[src/rtl/lccr_pkg.sv]
// Constants and types shared by the channel configuration register files.
package lccr_pkg;
  // ------------------------------------------------------------------
  // Timing
  // ------------------------------------------------------------------
  localparam int CLK_PERIOD_NS = 10;
  localparam int SRST_MAX_NS = 1000;
  localparam int SRST_CYC = SRST_MAX_NS / CLK_PERIOD_NS;
  localparam int CNT_W = $clog2(SRST_CYC + 1);
  // ------------------------------------------------------------------
  // Register map
  // ------------------------------------------------------------------
  localparam int ADDR_W = 13;
  localparam int CH_NUM = 16;
  localparam logic [4:0] CH0_BLK = 5'h1f;
  localparam logic [4:0] LAST_BLK = 5'h0e;
  localparam logic [5:0] CHANNEL_CONFIG_IDX = 6'h01;
  localparam logic [5:0] TJA_IDX = 6'h02;
  localparam logic [5:0] RJA_IDX = 6'h03;
  localparam logic [1:0] CHANNEL_CONFIG_SEL = 2'h1;
  localparam logic [1:0] TJA_SEL = 2'h2;
  localparam logic [1:0] RJA_SEL = 2'h3;
  // ------------------------------------------------------------------
  // Fields and reset values
  // ------------------------------------------------------------------
  localparam int STD_BIT = 0;
  localparam int RST_BIT = 1;
  localparam int BW_BIT = 0;
  localparam int DP_LO = 1;
  localparam int DP_HI = 2;
  localparam int EN_BIT = 3;
  localparam int LIM_BIT = 4;
  localparam logic [7:0] JA_MASK = 8'h1f;
  localparam logic [7:0] CHANNEL_CONFIG_RST = 8'h00;
  localparam logic [7:0] TJA_RST = 8'h00;
  localparam logic [7:0] RJA_RST = 8'h00;
  localparam logic [7:0] DEPTH_128 = 8'h80;
  localparam logic [7:0] DEPTH_64 = 8'h40;
  localparam logic [7:0] DEPTH_32 = 8'h20;
  // Corner frequencies in hundredths of a hertz.
  localparam logic [9:0] CORNER_T1_HI = 10'h1f4;
  localparam logic [9:0] CORNER_E1_HI = 10'h2a5;
  localparam logic [9:0] CORNER_T1_LO = 10'h07e;
  localparam logic [9:0] CORNER_E1_LO = 10'h057;
  localparam logic [1:0] RESP_OKAY = 2'h0;
  localparam logic [1:0] RESP_SLVERR = 2'h2;
  // ------------------------------------------------------------------
  // Types
  // ------------------------------------------------------------------
  typedef struct packed {
    logic [7:0] channel_config;
    logic [7:0] transmit_jitter_config;
    logic [7:0] receive_jitter_config;
  } lccr_regs_t;
  typedef struct packed {
    logic en;
    logic [1:0] sel;
    logic [7:0] data;
  } lccr_wr_t;
  typedef struct packed {
    logic hit;
    logic [3:0] ch;
    logic [1:0] sel;
  } lccr_dec_t;
  typedef struct packed {
    logic en;
    logic limit;
    logic [7:0] depth;
    logic [9:0] corner;
  } lccr_ja_cfg_t;
  typedef struct packed {
    logic soft_rst;
    logic e1;
    lccr_ja_cfg_t tx;
    lccr_ja_cfg_t rx;
  } lccr_ch_cfg_t;
  localparam lccr_regs_t REGS_RST = '{CHANNEL_CONFIG_RST, TJA_RST, RJA_RST};
  localparam lccr_ja_cfg_t JA_CFG_RST =
    '{1'b0, 1'b0, DEPTH_128, CORNER_T1_HI};
  localparam lccr_ch_cfg_t CFG_RST =
    '{1'b0, 1'b0, JA_CFG_RST, JA_CFG_RST};
endpackage : lccr_pkg

[src/rtl/lccr_chan.sv]
// Register set and decoded settings of one line channel.
`timescale 1ns/1ns
module lccr_chan (
  input wire logic clk_i,
  input wire logic srst_i,
  input wire logic ce_i,
  input wire lccr_pkg::lccr_wr_t wr_i,
  input wire logic hw_mode_strap_pin_i,
  input wire logic hw_e1_i,
  output lccr_pkg::lccr_regs_t regs_o,
  output lccr_pkg::lccr_ch_cfg_t cfg_o
);
  logic [lccr_pkg::CNT_W-1:0] cnt;
  logic [lccr_pkg::CNT_W-1:0] next_cnt;
  lccr_pkg::lccr_regs_t next_regs;
  lccr_pkg::lccr_ch_cfg_t next_cfg;
  logic e1_eff;
  logic restart;

  function automatic lccr_pkg::lccr_ja_cfg_t ja_decode(
    input logic [7:0] r, input logic e1);
    ja_decode.en = r[lccr_pkg::EN_BIT];
    ja_decode.limit = r[lccr_pkg::LIM_BIT];
    if (r[lccr_pkg::DP_HI]) begin
      ja_decode.depth = lccr_pkg::DEPTH_32;
    end else if (r[lccr_pkg::DP_LO]) begin
      ja_decode.depth = lccr_pkg::DEPTH_64;
    end else begin
      ja_decode.depth = lccr_pkg::DEPTH_128;
    end
    case ({e1, r[lccr_pkg::BW_BIT]})
      2'h0: ja_decode.corner = lccr_pkg::CORNER_T1_HI;
      2'h1: ja_decode.corner = lccr_pkg::CORNER_T1_LO;
      2'h2: ja_decode.corner = lccr_pkg::CORNER_E1_HI;
      default: ja_decode.corner = lccr_pkg::CORNER_E1_LO;
    endcase
  endfunction : ja_decode

  assign restart = wr_i.en && wr_i.sel == lccr_pkg::CHANNEL_CONFIG_SEL &&
    wr_i.data[lccr_pkg::RST_BIT];

  always_comb begin
    next_regs = regs_o;
    next_cnt = cnt;
    if (cnt != '0) begin
      next_cnt = cnt - 1'b1;
      if (cnt == lccr_pkg::CNT_W'(1)) begin
        next_regs.channel_config[lccr_pkg::RST_BIT] = 1'b0;
      end
    end
    if (wr_i.en) begin
      case (wr_i.sel)
        lccr_pkg::CHANNEL_CONFIG_SEL: begin
          next_regs.channel_config[lccr_pkg::STD_BIT] = wr_i.data[0];
        end
        lccr_pkg::TJA_SEL: next_regs.transmit_jitter_config = wr_i.data & lccr_pkg::JA_MASK;
        lccr_pkg::RJA_SEL: next_regs.receive_jitter_config = wr_i.data & lccr_pkg::JA_MASK;
        default: ;
      endcase
    end
    if (restart) begin
      next_regs.channel_config[lccr_pkg::RST_BIT] = 1'b1;
      next_cnt = lccr_pkg::CNT_W'(lccr_pkg::SRST_CYC);
    end
    // A running soft reset holds both attenuator settings at default.
    if (next_regs.channel_config[lccr_pkg::RST_BIT]) begin
      next_regs.transmit_jitter_config = lccr_pkg::TJA_RST;
      next_regs.receive_jitter_config = lccr_pkg::RJA_RST;
    end
    e1_eff = hw_mode_strap_pin_i ? hw_e1_i :
      regs_o.channel_config[lccr_pkg::STD_BIT];
    next_cfg.soft_rst = regs_o.channel_config[lccr_pkg::RST_BIT];
    next_cfg.e1 = e1_eff;
    next_cfg.tx = ja_decode(regs_o.transmit_jitter_config, e1_eff);
    next_cfg.rx = ja_decode(regs_o.receive_jitter_config, e1_eff);
  end

  always_ff @(posedge clk_i) begin
    if (srst_i) begin
      regs_o <= lccr_pkg::REGS_RST;
      cnt <= '0;
      cfg_o <= lccr_pkg::CFG_RST;
    end else if (ce_i) begin
      regs_o <= next_regs;
      cnt <= next_cnt;
      cfg_o <= next_cfg;
    end
  end
endmodule : lccr_chan

[src/rtl/lccr_regs.sv]
// AXI4-Lite register bank holding the per-channel line configuration.
`timescale 1ns/1ns
// Notes on behaviour
// - Channels 1-15 repeat every 0x40 words; channel 0 sits at 0x7C0.
// - Writing one to the soft reset bit starts a reset of that channel.
// - A channel soft reset finishes within one microsecond.
// - The soft reset bit clears itself when the reset is done.
// - Standard select bit acts only while the mode strap is low.
// - Standard select zero means T1/J1 (default), one means E1.
// - Channel soft reset keeps the standard select bit; device reset clears it.
// - Transmit attenuator off when its enable is zero (default), on when one.
// - Transmit limit bit adjusts output rate near FIFO full or empty.
// - Transmit FIFO depth: 00 gives 128, 01 gives 64, 1x gives 32.
// - Transmit corner bit: 5 or 6.77 Hz when zero, 1.26 or 0.87 Hz.
// - Receive attenuator off when its enable is zero (default), on when one.
// - Receive limit bit adjusts output rate near FIFO full or empty.
// - Receive FIFO depth: 00 gives 128, 01 gives 64, 1x gives 32.
// - Receive corner bit: 5 or 6.77 Hz when zero, 1.26 or 0.87 Hz.
// - Configuration and attenuator registers reset to all zeros.
module lccr_regs (
  input wire logic clk_i,
  input wire logic srst_i,
  input wire logic ce_i,
  input wire logic [lccr_pkg::ADDR_W-1:0] s_axi_awaddr_i,
  input wire logic s_axi_awvalid_i,
  output logic s_axi_awready_o,
  input wire logic [31:0] s_axi_wdata_i,
  input wire logic [3:0] s_axi_wstrb_i,
  input wire logic s_axi_wvalid_i,
  output logic s_axi_wready_o,
  output logic [1:0] s_axi_bresp_o,
  output logic s_axi_bvalid_o,
  input wire logic s_axi_bready_i,
  input wire logic [lccr_pkg::ADDR_W-1:0] s_axi_araddr_i,
  input wire logic s_axi_arvalid_i,
  output logic s_axi_arready_o,
  output logic [31:0] s_axi_rdata_o,
  output logic [1:0] s_axi_rresp_o,
  output logic s_axi_rvalid_o,
  input wire logic s_axi_rready_i,
  input wire logic hw_mode_strap_pin_i,
  input wire logic hw_e1_i,
  output lccr_pkg::lccr_ch_cfg_t cfg_o [lccr_pkg::CH_NUM]
);
  // ------------------------------------------------------------------
  // Declarations
  // ------------------------------------------------------------------
  lccr_pkg::lccr_regs_t ch_regs [lccr_pkg::CH_NUM];
  lccr_pkg::lccr_wr_t ch_wr [lccr_pkg::CH_NUM];
  lccr_pkg::lccr_dec_t wdec;
  lccr_pkg::lccr_dec_t rdec;
  lccr_pkg::lccr_regs_t rsel;
  logic aw_got;
  logic w_got;
  logic [lccr_pkg::ADDR_W-1:0] awaddr_q;
  logic [7:0] wdata_q;
  logic wstb_q;
  logic aw_fire;
  logic w_fire;
  logic ar_fire;
  logic do_wr;
  logic [lccr_pkg::ADDR_W-1:0] wa;
  logic [7:0] wd;
  logic wstb;
  logic [7:0] rbyte;
  logic next_aw_got;
  logic next_w_got;
  logic [lccr_pkg::ADDR_W-1:0] next_awaddr_q;
  logic [7:0] next_wdata_q;
  logic next_wstb_q;
  logic next_awready;
  logic next_wready;
  logic next_bvalid;
  logic [1:0] next_bresp;
  logic next_arready;
  logic next_rvalid;
  logic [31:0] next_rdata;
  logic [1:0] next_rresp;

  // ------------------------------------------------------------------
  // Address decode
  // ------------------------------------------------------------------
  // The register index is the byte address divided by four.
  function automatic lccr_pkg::lccr_dec_t decode(
    input logic [lccr_pkg::ADDR_W-1:0] addr);
    logic [4:0] blk;
    logic [5:0] off;
    decode = '0;
    blk = addr[12:8];
    off = addr[7:2];
    if (off < lccr_pkg::CHANNEL_CONFIG_IDX || off > lccr_pkg::RJA_IDX) begin
      decode.hit = 1'b0;
    end else if (blk == lccr_pkg::CH0_BLK) begin
      decode.hit = 1'b1;
      decode.ch = 4'h0;
      decode.sel = off[1:0];
    end else if (blk <= lccr_pkg::LAST_BLK) begin
      decode.hit = 1'b1;
      decode.ch = blk[3:0] + 4'h1;
      decode.sel = off[1:0];
    end
  endfunction : decode

  // ------------------------------------------------------------------
  // Write channel
  // ------------------------------------------------------------------
  always_comb begin
    aw_fire = s_axi_awvalid_i && s_axi_awready_o && ce_i;
    w_fire = s_axi_wvalid_i && s_axi_wready_o && ce_i;
    wa = aw_got ? awaddr_q : s_axi_awaddr_i;
    wd = w_got ? wdata_q : s_axi_wdata_i[7:0];
    wstb = w_got ? wstb_q : s_axi_wstrb_i[0];
    wdec = decode(wa);
    do_wr = (aw_got || aw_fire) && (w_got || w_fire) &&
      !s_axi_bvalid_o && ce_i;
    next_aw_got = aw_got || aw_fire;
    next_w_got = w_got || w_fire;
    next_awaddr_q = aw_fire ? s_axi_awaddr_i : awaddr_q;
    next_wdata_q = w_fire ? s_axi_wdata_i[7:0] : wdata_q;
    next_wstb_q = w_fire ? s_axi_wstrb_i[0] : wstb_q;
    next_bvalid = s_axi_bvalid_o && !s_axi_bready_i;
    next_bresp = s_axi_bresp_o;
    if (do_wr) begin
      next_aw_got = 1'b0;
      next_w_got = 1'b0;
      next_bvalid = 1'b1;
      next_bresp = wdec.hit ? lccr_pkg::RESP_OKAY :
        lccr_pkg::RESP_SLVERR;
    end
    next_awready = !next_aw_got && !next_bvalid;
    next_wready = !next_w_got && !next_bvalid;
  end

  always_ff @(posedge clk_i) begin
    if (srst_i) begin
      aw_got <= 1'b0;
      w_got <= 1'b0;
      awaddr_q <= '0;
      wdata_q <= 8'h00;
      wstb_q <= 1'b0;
      s_axi_awready_o <= 1'b0;
      s_axi_wready_o <= 1'b0;
      s_axi_bvalid_o <= 1'b0;
      s_axi_bresp_o <= lccr_pkg::RESP_OKAY;
    end else if (ce_i) begin
      aw_got <= next_aw_got;
      w_got <= next_w_got;
      awaddr_q <= next_awaddr_q;
      wdata_q <= next_wdata_q;
      wstb_q <= next_wstb_q;
      s_axi_awready_o <= next_awready;
      s_axi_wready_o <= next_wready;
      s_axi_bvalid_o <= next_bvalid;
      s_axi_bresp_o <= next_bresp;
    end
  end

  // ------------------------------------------------------------------
  // Read channel
  // ------------------------------------------------------------------
  always_comb begin
    ar_fire = s_axi_arvalid_i && s_axi_arready_o && ce_i;
    rdec = decode(s_axi_araddr_i);
    rsel = ch_regs[rdec.ch];
    if (rdec.sel == lccr_pkg::CHANNEL_CONFIG_SEL) begin
      rbyte = rsel.channel_config;
    end else if (rdec.sel == lccr_pkg::TJA_SEL) begin
      rbyte = rsel.transmit_jitter_config;
    end else begin
      rbyte = rsel.receive_jitter_config;
    end
    next_rvalid = s_axi_rvalid_o && !s_axi_rready_i;
    next_rdata = s_axi_rdata_o;
    next_rresp = s_axi_rresp_o;
    if (ar_fire) begin
      next_rvalid = 1'b1;
      next_rdata = rdec.hit ? {24'h000000, rbyte} : 32'h00000000;
      next_rresp = rdec.hit ? lccr_pkg::RESP_OKAY :
        lccr_pkg::RESP_SLVERR;
    end
    next_arready = !next_rvalid;
  end

  always_ff @(posedge clk_i) begin
    if (srst_i) begin
      s_axi_arready_o <= 1'b0;
      s_axi_rvalid_o <= 1'b0;
      s_axi_rdata_o <= 32'h00000000;
      s_axi_rresp_o <= lccr_pkg::RESP_OKAY;
    end else if (ce_i) begin
      s_axi_arready_o <= next_arready;
      s_axi_rvalid_o <= next_rvalid;
      s_axi_rdata_o <= next_rdata;
      s_axi_rresp_o <= next_rresp;
    end
  end

  // ------------------------------------------------------------------
  // Channels
  // ------------------------------------------------------------------
  for (genvar g = 0; g < lccr_pkg::CH_NUM; g++) begin : g_ch
    assign ch_wr[g] = '{en: do_wr && wdec.hit && wstb &&
      wdec.ch == 4'(g), sel: wdec.sel, data: wd};

    lccr_chan u_chan (
      .clk_i(clk_i),
      .srst_i(srst_i),
      .ce_i(ce_i),
      .wr_i(ch_wr[g]),
      .hw_mode_strap_pin_i(hw_mode_strap_pin_i),
      .hw_e1_i(hw_e1_i),
      .regs_o(ch_regs[g]),
      .cfg_o(cfg_o[g])
    );

  end
endmodule : lccr_regs

[config.mk]
export PLATFORM = sky130hd
export DESIGN_NAME = lccr_regs
export DESIGN_NICKNAME = d
export VERILOG_FILES = /design/src/rtl/lccr_pkg.sv /design/src/rtl/lccr_chan.sv /design/src/rtl/lccr_regs.sv
export SDC_FILE = /design/constraint.sdc
export NUM_CORES = 2
export LEC_CHECK = 0
export ABC_AREA = 1
export BUFFER_PORTS_ARGS = -buffer_cell sky130_fd_sc_hd__buf_2
export CORE_ASPECT_RATIO = 0.75
export CORE_MARGIN = 2
export CORE_UTILIZATION = 35
export CTS_CLUSTER_SIZE = 20
export DETAILED_ROUTE_END_ITERATION = 12
export HOLD_SLACK_MARGIN = 0.02
export PLACE_DENSITY = 0.52
export SLEW_MARGIN = 10
export SYNTH_ARGS = -nofsm -noshare
export SYNTH_HDL_FRONTEND = slang
export SYNTH_HIERARCHICAL = 1
export SYNTH_SLANG_ARGS = --single-unit
export TNS_END_PERCENT = 50
[constraint.sdc]
create_clock -name clk_i -period 7.36 [get_ports clk_i]
set_clock_uncertainty 0.05 [all_clocks]
set_input_delay 0.736 -clock clk_i [delete_from_list [all_inputs] [get_ports clk_i]]
set_output_delay 0.736 -clock clk_i [all_outputs]
set_load 0.01 [all_outputs]
==> flow_summary.json <==
{
  "synth_area_per_cell_um2": 6.97,
  "row_count": 110,
  "ctsHoldBuffers": 0,
  "num-nets-final": 6441,
  "portBuffers": 532,
  "cpMostUsedCell": "nand2_1",
  "seq_power_share": 0.377,
  "fmax_mhz": 233,
  "cp-end-kind": "flop",
  "grt_pass1_vias": 33041,
  "p_switching_w": 0.00459,
  "critical_path_class": "in2reg",
  "critPathLaunchType": "input port",
  "grt_max_degree": 168,
  "fin_tns_setup_ns": 0,
  "syn_to_final_growth_pct": 10.4,
  "coreArea_um2": 120000,
  "status": "complete, no violations",
  "path_max_fanout": 55,
  "routed_wl_um": 135000,
  "drtAntennaViolNets": 0,
  "cts_buffer_depth": 3,
  "postPlaceCellArea_um2": 43600,
  "period_needed_ns": 4.29,
  "wl_per_cell_um": 16.8,
  "tritoncts": "done",
  "dr.pass1.iters": 5,
  "cts_setup_buffers": 0,
  "slowest_stage": "nand3_1",
  "finalHoldViolCount": 0,
  "grt_use_total": 0.210,
  "ys_warn_count": 6,
  "remaining_drc_errors": 0,
  "cp_top_family": "simple AND/OR/NAND/NOR gates",
  "finalPower_w": 0.0134,
  "vias": 37050,
  "hold_ws_ns": 0.282,
  "drive_above_1_share": 0.175,
  "worst_pin_slew_ns": 1.08,
  "viasPerCell": 4.61,
  "syn_area_um2": 42400,
  "slowest_delay_ns": 0.68,
  "cts_buffers": 90,
  "dp.final_hpwl_um": 96800,
  "fin_crit_sh": 0.583,
  "fp.dieW_um": 406,
  "start_util": 0.353,
  "htreeDepth": 3,
  "crit_buf_inv": 3,
  "max-slew-margin-rel": 0.277,
  "rsz0062_at_grt": "no",
  "gp_congestion": 0.886,
  "clkSinkCount": 786,
  "clk_latency_ns": 0.72,
  "cp.required_ns": 7.87,
  "grt_pass1_wl_um": 202000,
  "cellPowerDensity_nw_per_um2": 287,
  "fillers": 12842,
  "clkSlewWorstSetupHoldPaths_ns": 0.06,
  "fin_util": 0.390,
  "final_cell_area_um2": 46800,
  "dr.first_iter.drc_count": 2762,
  "internal_power_w": 0.00884,
  "die_y_um": 305,
  "p_leak_nw": 22.4,
  "peakVddDrop_mv": 0.162,
  "cap_violations": 0,
  "cts-root-buf": "clkbuf_16",
  "die_area_um2": 124000,
  "drv_slew": 0,
  "grt_overflow": 0,
  "syn-instance-count": 6083,
  "cts_resized": 0,
  "num_io_pins": 785,
  "worstPathArrival_ns": 4.80,
  "p_comb_frac": 0.261,
  "hold_path.class": "in2reg",
  "crit_chain": "buf_8, nand3_1, nand2_1, inv_1, nor4_2, nand2_1, a21oi_2, nand2_1, nor2_1, nand4_4, inv_2, nand2_2, nand2_4, o21ai_0, o21ai_0, nor2_1",
  "setup_viol": 0,
  "antenna_found_initial": 2,
  "netSwitchingFraction": 0.342,
  "power_frac_clock": 0.361
}
layout by cell type, fill, tap and decap left out, types with 11 or more instances in the layout:
cell type     n
nand2_1    1223
nor2_1      840
dfxtp_1     786
nand3_1     736
buf_2       530
inv_1       476
conb_1      410
a21oi_1     305
o21ai_0     280
inv_2       130
clkbuf_16    90
nand2_4      64
nand3_2      49
nand2_2      49
ha_1         36
xor2_1       35
nand4_1      33
o31ai_1      33
nor2_2       32
nor2_4       24
buf_4        24
o21ai_1      19
clkbuf_1     18
nand2_8      17
a22oi_1      17
nand4_4      16
o21a_1       16
nor3b_2      16
bufinv_16    14
clkbuf_8     14
clkinv_2     12
nand3b_1     11
stage by stage:
step / setup WS [ns] / cells
after global routing: 2.63 / 8033
final: 3.07 / 8033
after CTS: 3.14 / 8031
after detailed placement: 2.38 / 7865
after floorplan: 1.26 / 6460
after global placement: 2.39 / 7865
per-layer routing:
metal / vias up / global-route usage / part of all wire
met5: - / 0 / 0
met4: 0 / 0.0509 / 0.021
met3: 162 / 0.0487 / 0.066
met2: 905 / 0.329 / 0.45
met1: 17083 / 0.290 / 0.47
li1: 18900 / - / -
power groups by stage:
stage	Clock (W)	Combinational (W)	Sequential, W
6_report	0.00485	0.00351	0.00507
4_1_cts	0.00500	0.00351	0.00507
2_1_floorplan	0	0.00293	0.00514
3_3_place_gp	0	0.00345	0.00515
3_5_place_dp	0	0.00350	0.00516
5_1_grt	0.00517	0.00404	0.00513
cell type report:
class                   instances  area, um2  area share
flip-flops and latches        786      15700       0.336
diodes                          2       5.00    0.000107
inverters                     607       2280      0.0487
repair buffers                560       2940      0.0629
clock buffers                 122       2510      0.0537
multi-input cells            4288      20600       0.441
clock inverters                44        647      0.0138
well taps                    1624       2030      0.0434
sequential cells by signal, summed over array words and instances, names as in the netlist, 5 cells and up:
signal	flops
awaddr_q	11
g_ch.u_chan/cfg_o	448
g_ch.u_chan/cnt	112
g_ch.u_chan/regs_o	192
s_axi_rdata_o	8
wdata_q	5
path summary, 6_finish.rpt:
path | slack, ns | start | to | cells past startpoint
worst max register to register | 3.21 | aw_got | g_ch[4].u_chan/cnt[1] | 17
worst min-delay path | 0.28 | s_axi_awaddr_i[6] | awaddr_q[6] | 3
worst max-delay path | 3.07 | ce_i | g_ch[4].u_chan/cnt[1] | 16
worst min register to register | 0.40 | awaddr_q[6] | awaddr_q[6] | 2
worst register-to-register path, delay by kind of cell, from the launching register on:
kind / cells / cell delay, ns
AOI/OAI and AO/OA: 4 / 0.76
buffers and inverters: 2 / 0.35
DFF: 1 / 0.60
and+or+nand+nor: 10 / 1.98
adders and majority gates: 1 / 0.25
Power figures use the tool's default switching activity.
